<file path="src/pkg/afe_ctrl_map.vh">
/*
 * Register offsets, field positions and reset values of
 * the front-end control bank (sync path, clock test mux, offset / gain).
 * Assumes inclusion by bare name from design files; definitions only.
 */
`ifndef AFE_CTRL_MAP_VH
`define AFE_CTRL_MAP_VH

// ****************************************************************
// Register offsets (plain register port, 8-bit data, 4-bit address)
// ****************************************************************
`define ADDR_SYNC_SETUP      4'h0
`define ADDR_CLOCK_TEST      4'h1
`define ADDR_COLOUR_SELECT   4'h2
`define ADDR_RED_OFFSET      4'h3
`define ADDR_GREEN_OFFSET    4'h4
`define ADDR_BLUE_OFFSET     4'h5
`define ADDR_ALL_OFFSET      4'h6
`define ADDR_RED_GAIN        4'h7
`define ADDR_GREEN_GAIN      4'h8
`define ADDR_BLUE_GAIN       4'h9
`define ADDR_ALL_GAIN        4'hA

// ****************************************************************
// Field positions
// ****************************************************************
`define SYNC_ENABLE_BIT      0
`define SYNC_DELAY_LSB       1
`define SYNC_DELAY_MSB       3
`define SYNC_POLARITY_BIT    4
`define CLOCK_TEST_BIT       7
`define COLOUR_SEL_LSB       4
`define COLOUR_SEL_MSB       5

// ****************************************************************
// Reset values and codes
// ****************************************************************
`define RST_SYNC_SETUP       8'h00
`define RST_CLOCK_TEST       8'h00
`define RST_COLOUR_SELECT    8'h00
`define RST_OFFSET_CODE      8'h80
`define RST_GAIN_CODE        8'h00
`define READ_UNMAPPED        8'h00
`define COLOUR_RED           2'h0
`define COLOUR_GREEN         2'h1
`define COLOUR_BLUE          2'h2
`define SYNC_SETUP_MASK      8'h1F

`endif
</file>
<file path="src/hdl/afe_sync_test_gain_registers.v">
/*
 * Control register bank of a scanner front end: sync input path, clock
 * test output mux, per-colour offset and gain codes.
 * Assumes a register master on ref_clk and asynchronous pins for sync.
 */
`include "afe_ctrl_map.vh"
`default_nettype none

module afe_sync_test_gain_registers #(
  parameter ADDR_W = 4,
  parameter DATA_W = 8
) (
  input  wire              ref_clk,
  input  wire              reset,
  input  wire [ADDR_W-1:0] reg_addr,
  input  wire [DATA_W-1:0] reg_wdata,
  input  wire              reg_write,
  input  wire              reg_read,
  output reg  [DATA_W-1:0] reg_rdata_ff,
  input  wire              sample_sync_pin,
  input  wire [3:0]        converter_nibble,
  input  wire              video_sample_clock,
  input  wire              converter_clock,
  input  wire              reset_sample_clock,
  output wire              timing_sync,
  output reg  [3:0]        output_nibble_ff,
  output reg  [7:0]        active_offset_ff,
  output reg  [7:0]        active_gain_ff,
  output reg               colour_reserved_ff
);

  // ****************************************************************
  // Register storage
  // ****************************************************************
  reg  [7:0] sync_detect_setup_ff;
  reg  [7:0] clock_test_control_ff;
  reg  [7:0] colour_select_reg_ff;
  reg  [7:0] offset_code_ff [0:2];
  reg  [7:0] gain_code_ff   [0:2];
  reg        sync_meta_ff;
  reg        sync_level_ff;
  wire       internal_sync_pulse;
  wire       sync_detect_enable;
  wire [2:0] sync_delay;
  wire       sync_edge_polarity;
  wire       clock_test_select;
  wire [1:0] colour_select;
  reg  [7:0] nxt_rdata;
  reg  [3:0] nxt_nibble;
  genvar     gi;

  // Colour-select field to storage index; 11 reserved
  function [1:0] colour_index;
    input [1:0] sel;
    begin
      case (sel)
        `COLOUR_RED:   colour_index = 2'h0;
        `COLOUR_GREEN: colour_index = 2'h1;
        `COLOUR_BLUE:  colour_index = 2'h2;
        default:       colour_index = 2'h3;
      endcase
    end
  endfunction

  assign sync_detect_enable = sync_detect_setup_ff[`SYNC_ENABLE_BIT];
  assign sync_delay         =
    sync_detect_setup_ff[`SYNC_DELAY_MSB:`SYNC_DELAY_LSB];
  assign sync_edge_polarity = sync_detect_setup_ff[`SYNC_POLARITY_BIT];
  assign clock_test_select  = clock_test_control_ff[`CLOCK_TEST_BIT];
  assign colour_select      =
    colour_select_reg_ff[`COLOUR_SEL_MSB:`COLOUR_SEL_LSB];

  // ****************************************************************
  // Single-register writes
  // ****************************************************************
  // Sync setup bits 7:5 are stored as zero even if the controller breaks its side
  always @(posedge ref_clk) begin
    if (reset) begin
      sync_detect_setup_ff  <= `RST_SYNC_SETUP;
      clock_test_control_ff <= `RST_CLOCK_TEST;
      colour_select_reg_ff  <= `RST_COLOUR_SELECT;
    end else if (reg_write) begin
      case (reg_addr)
        `ADDR_SYNC_SETUP:
          sync_detect_setup_ff <= reg_wdata & `SYNC_SETUP_MASK;
        `ADDR_CLOCK_TEST:    clock_test_control_ff <= reg_wdata;
        `ADDR_COLOUR_SELECT: colour_select_reg_ff  <= reg_wdata;
        default: ;
      endcase
    end
  end

  // ****************************************************************
  // Per-colour codes with broadcast writes
  // ****************************************************************
  generate
    for (gi = 0; gi < 3; gi = gi + 1) begin : g_colour
      // Own addresses summed as integers, cut to bus width on purpose
      localparam integer OFF_SUM  = `ADDR_RED_OFFSET + gi;
      localparam integer GAIN_SUM = `ADDR_RED_GAIN + gi;
      // Own address or the common location loads this colour
      always @(posedge ref_clk) begin
        if (reset) begin
          offset_code_ff[gi] <= `RST_OFFSET_CODE;
          gain_code_ff[gi]   <= `RST_GAIN_CODE;
        end else if (reg_write) begin
          if (reg_addr == `ADDR_ALL_OFFSET ||
              reg_addr == OFF_SUM[ADDR_W-1:0]) begin
            offset_code_ff[gi] <= reg_wdata;
          end
          if (reg_addr == `ADDR_ALL_GAIN ||
              reg_addr == GAIN_SUM[ADDR_W-1:0]) begin
            gain_code_ff[gi] <= reg_wdata;
          end
        end
      end
    end
  endgenerate

  // ****************************************************************
  // Read port
  // ****************************************************************
  // Common locations hold nothing; they read as the unmapped value
  always @* begin
    case (reg_addr)
      `ADDR_SYNC_SETUP:    nxt_rdata = sync_detect_setup_ff;
      `ADDR_CLOCK_TEST:    nxt_rdata = clock_test_control_ff;
      `ADDR_COLOUR_SELECT: nxt_rdata = colour_select_reg_ff;
      `ADDR_RED_OFFSET:    nxt_rdata = offset_code_ff[0];
      `ADDR_GREEN_OFFSET:  nxt_rdata = offset_code_ff[1];
      `ADDR_BLUE_OFFSET:   nxt_rdata = offset_code_ff[2];
      `ADDR_RED_GAIN:      nxt_rdata = gain_code_ff[0];
      `ADDR_GREEN_GAIN:    nxt_rdata = gain_code_ff[1];
      `ADDR_BLUE_GAIN:     nxt_rdata = gain_code_ff[2];
      default:             nxt_rdata = `READ_UNMAPPED;
    endcase
  end

  // Data valid only in the cycle after the strobe
  always @(posedge ref_clk) begin
    if (reset) begin
      reg_rdata_ff <= {DATA_W{1'b0}};
    end else if (reg_read) begin
      reg_rdata_ff <= nxt_rdata;
    end else begin
      reg_rdata_ff <= {DATA_W{1'b0}};
    end
  end

  // ****************************************************************
  // Sample-sync path
  // ****************************************************************
  // Two-stage synchroniser; the pin is asynchronous to ref_clk
  always @(posedge ref_clk) begin
    if (reset) begin
      sync_meta_ff  <= 1'b0;
      sync_level_ff <= 1'b0;
    end else begin
      sync_meta_ff  <= sample_sync_pin;
      sync_level_ff <= sync_meta_ff;
    end
  end

  sync_edge_delay #(
    .DELAY_W      (3)
  ) u_edge (
    .ref_clk      (ref_clk),
    .reset        (reset),
    .sync_level   (sync_level_ff),
    .rising_sel   (sync_edge_polarity),
    .delay_cycles (sync_delay),
    .pulse_ff     (internal_sync_pulse)
  );

  // Bypass makes delay and polarity irrelevant
  assign timing_sync = sync_detect_enable ? internal_sync_pulse
                                          : sync_level_ff;

  // ****************************************************************
  // Output nibble mux and active code selection
  // ****************************************************************
  always @* begin
    if (clock_test_select) begin
      nxt_nibble = {timing_sync, video_sample_clock,
                    converter_clock, reset_sample_clock};
    end else begin
      nxt_nibble = converter_nibble;
    end
  end

  // Reserved select keeps the last valid colour applied
  always @(posedge ref_clk) begin
    if (reset) begin
      output_nibble_ff   <= 4'h0;
      active_offset_ff   <= `RST_OFFSET_CODE;
      active_gain_ff     <= `RST_GAIN_CODE;
      colour_reserved_ff <= 1'b0;
    end else begin
      output_nibble_ff   <= nxt_nibble;
      colour_reserved_ff <= (colour_index(colour_select) == 2'h3);
      if (colour_index(colour_select) != 2'h3) begin
        active_offset_ff <= offset_code_ff[colour_index(colour_select)];
        active_gain_ff   <= gain_code_ff[colour_index(colour_select)];
      end
    end
  end

endmodule

`default_nettype wire

</file>
<file path="src/hdl/sync_edge_delay.v">
/*
 * Sample-sync edge detector with programmable delay in master clocks.
 * Assumes sync_level is already synchronised to ref_clk.
 */
`default_nettype none

// Detects the chosen edge, then pulses after delay_cycles clocks
module sync_edge_delay #(
  parameter DELAY_W = 3
) (
  input  wire               ref_clk,
  input  wire               reset,
  input  wire               sync_level,
  input  wire               rising_sel,
  input  wire [DELAY_W-1:0] delay_cycles,
  output reg                pulse_ff
);

  reg               prev_ff;
  reg [DELAY_W-1:0] count_ff;
  reg               busy_ff;
  wire              edge_seen;

  // Polarity selects rising or falling edge
  assign edge_seen = rising_sel ? (sync_level & ~prev_ff)
                                : (~sync_level & prev_ff);

  // A new edge restarts the count; zero delay fires at once
  always @(posedge ref_clk) begin
    if (reset) begin
      prev_ff  <= 1'b0;
      count_ff <= {DELAY_W{1'b0}};
      busy_ff  <= 1'b0;
      pulse_ff <= 1'b0;
    end else begin
      prev_ff  <= sync_level;
      pulse_ff <= 1'b0;
      if (edge_seen) begin
        if (delay_cycles == {DELAY_W{1'b0}}) begin
          pulse_ff <= 1'b1;
          busy_ff  <= 1'b0;
        end else begin
          count_ff <= delay_cycles - {{(DELAY_W-1){1'b0}}, 1'b1};
          busy_ff  <= 1'b1;
        end
      end else if (busy_ff) begin
        if (count_ff == {DELAY_W{1'b0}}) begin
          pulse_ff <= 1'b1;
          busy_ff  <= 1'b0;
        end else begin
          count_ff <= count_ff - {{(DELAY_W-1){1'b0}}, 1'b1};
        end
      end
    end
  end

endmodule

`default_nettype wire

</file>
<file path="config.mk">
export PLATFORM = sky130hd
export DESIGN_NAME = afe_sync_test_gain_registers
export DESIGN_NICKNAME = d
export VERILOG_FILES = /design/src/hdl/afe_sync_test_gain_registers.v /design/src/hdl/sync_edge_delay.v
export VERILOG_INCLUDE_DIRS = /design/src /design/src/pkg
export SDC_FILE = /design/constraint.sdc
export NUM_CORES = 1
export LEC_CHECK = 0
export BUFFER_PORTS_ARGS = -buffer_cell sky130_fd_sc_hd__buf_2
export CORE_UTILIZATION = 46
export CTS_BUF_LIST = sky130_fd_sc_hd__clkbuf_8
export CTS_CLUSTER_SIZE = 10
export DETAILED_ROUTE_END_ITERATION = 8
export PLACE_DENSITY = 0.61
export SYNTH_ARGS = -nofsm -noshare
export SYNTH_HDL_FRONTEND = slang
export SYNTH_SLANG_ARGS = --single-unit
</file>
<file path="constraint.sdc">
create_clock -name ref_clk -period 2.58 [get_ports ref_clk]
set_input_delay 0.516 -clock ref_clk [delete_from_list [all_inputs] [get_ports ref_clk]]
set_output_delay 0.516 -clock ref_clk [all_outputs]
set_load 0.05 [all_outputs]
</file>
Word level (Yosys, flattened, before mapping)
Memories as Yosys holds them, arrays and structs flattened. A register that Yosys moved wholly into a read port is not among the register bits.
Index checks and enable logic that the tools add are counted.
Storage, ports and cells
  bits in registers: 42
  input port bits: 24
  word-level logic and storage cells: 111
  memories: 2
  output and inout bits: 30
  bits in writable memories: 48
Operators by class
  bitwise logic cells: 11
  $add $sub $neg: 2
  equality and inequality tests: 16
  reduce and logical (&&, ||, !) cells: 16
  muxes and demuxes: 52
Memory list
  gain_code_ff: words 3, width 8, read ports 4, clocked after memory_dff 1, write ports 3, line afe_sync_test_gain_registers.v:39  | reg [7:0] gain_code_ff [0:2];
  offset_code_ff: words 3, width 8, read ports 4, clocked after memory_dff 1, write ports 3, line afe_sync_test_gain_registers.v:38  | reg [7:0] offset_code_ff [0:2];
Operators with widths (count)
  case mux 8 bit (9 select lines): 1
  2-to-1 mux 8 bit: 6
  2-to-1 mux 1 bit: 36
  equality test 4 x 3 -> 1 bit, second input constant: 4
  equality test 4 bit, second input constant: 3
  2-to-1 mux 3 bit: 4
  equality test 4 x 2 -> 1 bit, second input constant: 2
  logical NOT 3 bit: 2
  logical OR 1 bit: 6
  2-to-1 mux 2 bit: 3
  bitwise OR 1 bit: 6
  case mux 2 bit (3 select lines): 1
  AND reduction 2 bit: 3
  subtractor 3 x 1 -> 3 bit, second input constant: 2
  equality test 2 bit, second input constant: 2
  equality test 4 x 1 -> 1 bit, second input constant: 1
  logical NOT 4 bit: 1
  2-to-1 mux 4 bit: 1
  inequality test 2 bit, second input constant: 2
  NOT 1 bit: 3
  AND reduction 3 bit: 1
  bitwise AND 1 bit: 2
  equality test 2 x 1 -> 1 bit, second input constant: 1
  logical NOT 2 bit: 1
  3 further kinds: 3

Longest topological paths before layout
  depth after elaboration: 7
  depth in mapped cells: 8
  mapped depth without buffers: 8

Cells and area by module
From an unflattened synthesis, not the netlist that was laid out.
Unflattened totals
  cell total of the unflattened synthesis: 413
  area, all modules: 4981.0 sq um
Modules (own cells, without submodules)
  afe_sync_test_gain_registers: seq. area each 2482.4 sq um, area each 4620.7 sq um, instances 1, cells an instance 372
  sync_edge_delay: seq. area each 120.1 sq um, area each 360.3 sq um, instances 1, cells an instance 41

Least setup slack after synthesis
OpenSTA, ideal clock, no wires.
  path type: in2reg
  from: input reg_addr[2]
  to: memory gain_code_ff[0][0] (enable)
  setup time: 0.375 ns
  data required time: 2.205 ns
  path buffers: 1
  slack: 0.570 ns
  arrival time: 1.636 ns
  stages on the path: 5
  cells stage by stage: buf_2 -> nor2_2 -> and2_1 -> o21ai_0 -> o21bai_1
RTL lines
  start, declared: line afe_sync_test_gain_registers.v:15  | input wire [ADDR_W-1:0] reg_addr,
  end, declared: line afe_sync_test_gain_registers.v:39

Final worst setup path
  from: register sync_level_ff
  to: register u_edge.count_ff[2]
On the way
  longest elaborated chain between the ends: 5
  elaborated cells on any way between the ends: 9
  those cells by class: 2 x eq/ne; 2 x mux; 3 x bitwise; 2 x reduce/logical
RTL lines
  start, declared: line afe_sync_test_gain_registers.v:41  | reg sync_level_ff;
  start signal, assigned: line afe_sync_test_gain_registers.v:160  | sync_level_ff <= sync_meta_ff;
  NOT 1 bit: line sync_edge_delay.v:26  | : (~sync_level & prev_ff);
  bitwise AND 1 bit: line sync_edge_delay.v:26
  2-to-1 mux 1 bit (*): line sync_edge_delay.v:25  | assign edge_seen = rising_sel ? (sync_level & ~prev_ff)
  inequality test 2 bit (no line) (tied with other cells)
  AND reduction 3 bit (no line)
  end signal, assigned: line sync_edge_delay.v:32  | count_ff <= {DELAY_W{1'b0}};
  end signal, assigned: line sync_edge_delay.v:43  | count_ff <= delay_cycles - {{(DELAY_W-1){1'b0}}, 1'b1};
  end signal, assigned: line sync_edge_delay.v:51  | count_ff <= count_ff - {{(DELAY_W-1){1'b0}}, 1'b1};
  end, declared: line sync_edge_delay.v:20  | reg [DELAY_W-1:0] count_ff;
Mark *: on every way between the ends. The rest lies on a longest branch, timed or not.
A chain may end at the register's enable or synchronous reset.

==> flow_metrics.py <==
metrics = {
    "timing": {
        "fin_crit_ns": 1.979,
        "setup-violations-final": 0,
        "slew_headroom_pct": 50.64,
        "fmax_ghz": 0.5053,
        "maxSlewViolCount": 0,
        "fin_crit_sh_pct": 76.71,
        "hold_viol": 0,
        "setup_slack_ns": 0.6009,
        "fin_tns_setup_ns": 0,
        "rsz0062_at_grt": "false",
        "tightest_slew_ns": 0.7394,
        "clock_skew_ns": 0.01776,
    },
    "worst_setup_path": {
        "worstPathArrival_ns": 2.28,
        "crit_fanout": 9,
        "worstPathRequired_ns": 2.88,
        "end_kind": "register",
        "worstSetupPathType": "register to register",
        "worstSetupStartpointType": "register",
    },
    "logic_synthesis": {
        "synthCells": 427,
        "synthArstFlopShare_pct": 0,
        "ys_ff_latch": 106,
        "synth-edff-count": 48,
        "syn-cell-area_um2": 4920,
        "synth_fp_nets": 452,
        "synth_ff_type": "dfxtp_1",
        "yosys_warnings": 0,
        "synth.avg_cell_area_um2": 11.52,
        "yosysUniqueCellTypes": 51,
        "yosysSeqAreaShare_pct": 52.90,
    },
    "layout": {
        "layout-drive-gt1-share_pct": 23.41,
        "final_cell_mix": "dfxtp_1 (58), buf_2 (53), and2_1 (49)",
        "nNetsFinal": 507,
        "areaGrowthSynthToFinish_pct": 13.50,
        "n_antenna_cell": 0,
        "finish.utilization_pct": 54.09,
        "final_common_cell": "dfxtp_1",
    },
    "die": {
        "die_w_um": 105.4,
        "start_util_pct": 47.65,
        "num_rows": 37,
        "dieHeight_um": 105.4,
        "die_area_um2": 11110,
        "core_um2": 10320,
        "ios": 54,
    },
    "flow_run": {
        "maxCapViolations": 0,
    },
    "global_routing": {
        "gr-total-overflow": 0,
        "globalRouteMet3Util_pct": 3.587,
        "grt_pass1_wl_mm": 20.02,
        "grt_max_degree": 45,
        "grt_usage_pct": 24.16,
        "grtUsageMet2_pct": 36.14,
        "grt_antenna_before_repair": 0,
        "use_met1_pct": 34.42,
        "grt_busiest_layer": "met2",
        "grt_pass1_vias": 3512,
    },
    "detailed_routing": {
        "drt_iter0_drc": 288,
        "routed_wirelength_mm": 12.80,
        "num_vias": 3602,
        "wl_per_cell_um": 20.54,
        "drc": 0,
        "via_per_inst": 5.782,
        "postRouteAntennaNets": 0,
        "firstDrtPassIters": 5,
    },
    "clock_tree": {
        "numClockSinks": 106,
        "post_cts_buffers": 0,
        "cts_resized": 0,
        "numCtsBuffers": 9,
        "clk_pin_slew_ns": 0.10,
        "ctsHtreeMaxLevel": 3,
        "cts_tree": "built",
        "clock_path_buffers": 2,
        "clock_latency_ns": 0.37,
        "cts_hold_buffers": 0,
        "root_buffer": "clkbuf_8",
    },
    "pwr": {
        "irDropWorstVdd_uv": 311.0,
        "total_power_mw": 3.464,
        "p_leak_nw": 2.325,
        "power_per_cell_area_nw_per_um2": 620.3,
    },
    "hold_path": {
        "hp-class": "input port to register",
    },
    "placed_design": {
        "dp_hpwl_mm": 9.134,
        "place_congestion": 0.9164,
        "io_buffers": 53,
        "place_ws_ns": 0.3491,
    },
    "outcome": {
        "run_status": "finished, final reports clean",
    },
}
-- final cells by class --
| class | count | area [um^2] |
|---|---|---|
| clock buffer | 11 | 151.4 |
| clock inverter | 5 | 76.32 |
| fill | 919 | 4740 |
| inverter | 6 | 22.52 |
| multi-input combinational | 289 | 2168 |
| sequential | 106 | 2603 |
| tap | 136 | 170.2 |
| timing repair buffer | 70 | 392.9 |
-- registers in the layout, summed over array words and instances, names as in the netlist, 3 cells and up --
name / cells
sync_detect_setup_ff: 5
output_nibble_ff: 4
active_gain_ff: 8
active_offset_ff: 8
offset_code_ff: 24
clock_test_control_ff: 8
gain_code_ff: 24
u_edge.count_ff: 3
reg_rdata_ff: 8
colour_select_reg_ff: 8
-- stage by stage --
step | cell area, um^2 | hold slack, ns | instances
after floorplan | 4920 | 0.4138 | 427
after detailed placement | 5356 | 0.4376 | 607
after CTS | 5584 | 0.3383 | 623
final | 5584 | 0.3482 | 623
after global routing | 5584 | 0.3455 | 623
after global placement | 5356 | 0.4230 | 607
-- cells by family after synthesis --
kind of cell               after synthesis  synth area share, %
DFF                                    106                52.90
muxes                                   61                17.01
xor gates and xnor gates                 1               0.1781
and+or+nand+nor                        172                18.52
adders and majority gates                1               0.2543
AOI/OAI and AO/OA                       54                8.113
buffers and inverters                   32                3.026
-- cells in the mapped netlist (4+ instances only) --
cell	n	share of area (%)
nor2b_1	25	3.2
dfxtp_1	58	24
mux2i_1	36	7.3
a21oi_1	7	0.71
mux2_2	7	1.6
nor3_1	4	0.41
clkbuf_1	10	0.76
mux4_2	17	7.8
nor3b_1	4	0.61
o21ai_0	5	0.51
inv_1	6	0.46
a221oi_1	4	0.71
nand2_1	19	1.4
nand3_1	7	0.71
nand2b_1	9	1.1
and2_1	49	6.2
nor2_1	46	3.5
a22oi_1	8	1.2
buf_2	11	1.1
edfxtp_1	48	29
-- critical path: stages, from the launching register on --
cell and delay (ns):
dfxtp_1 0.36, nor2b_1 0.15, a21oi_2 0.38, mux2i_1 0.24
ha_1 0.20, inv_1 0.07, nor4_1 0.27, a311oi_1 0.08
a21oi_1 0.15
-- worst paths after layout --
check | to | slack, ns | start | cells past startpoint
worst max-delay path | u_edge.count_ff[2] | 0.60 | sync_level_ff | 8
worst min-delay path | sync_meta_ff | 0.35 | sample_sync_pin | 2
worst max register to register | u_edge.count_ff[2] | 0.60 | sync_level_ff | 8
worst min register to register | sync_level_ff | 0.45 | sync_meta_ff | 1
-- layer usage --
layer	vias to the layer above	wire [um]	share of wire, %
met5	-	0	0
met4	0	491	3.8
met3	35	758	5.9
met2	138	5708	45
met1	1787	5841	46
li1	1642	-	-
-- report_power, final --
part | total (mW) | leakage, nW | switching [mW] | internal [mW]
logic | 0.396 | 1.27 | 0.259 | 0.137
registers | 1.89 | 0.938 | 0.0541 | 1.84
clock network | 1.18 | 0.119 | 0.578 | 0.598
total | 3.46 | 2.33 | 0.891 | 2.57
Power figures use the tool's default switching activity.
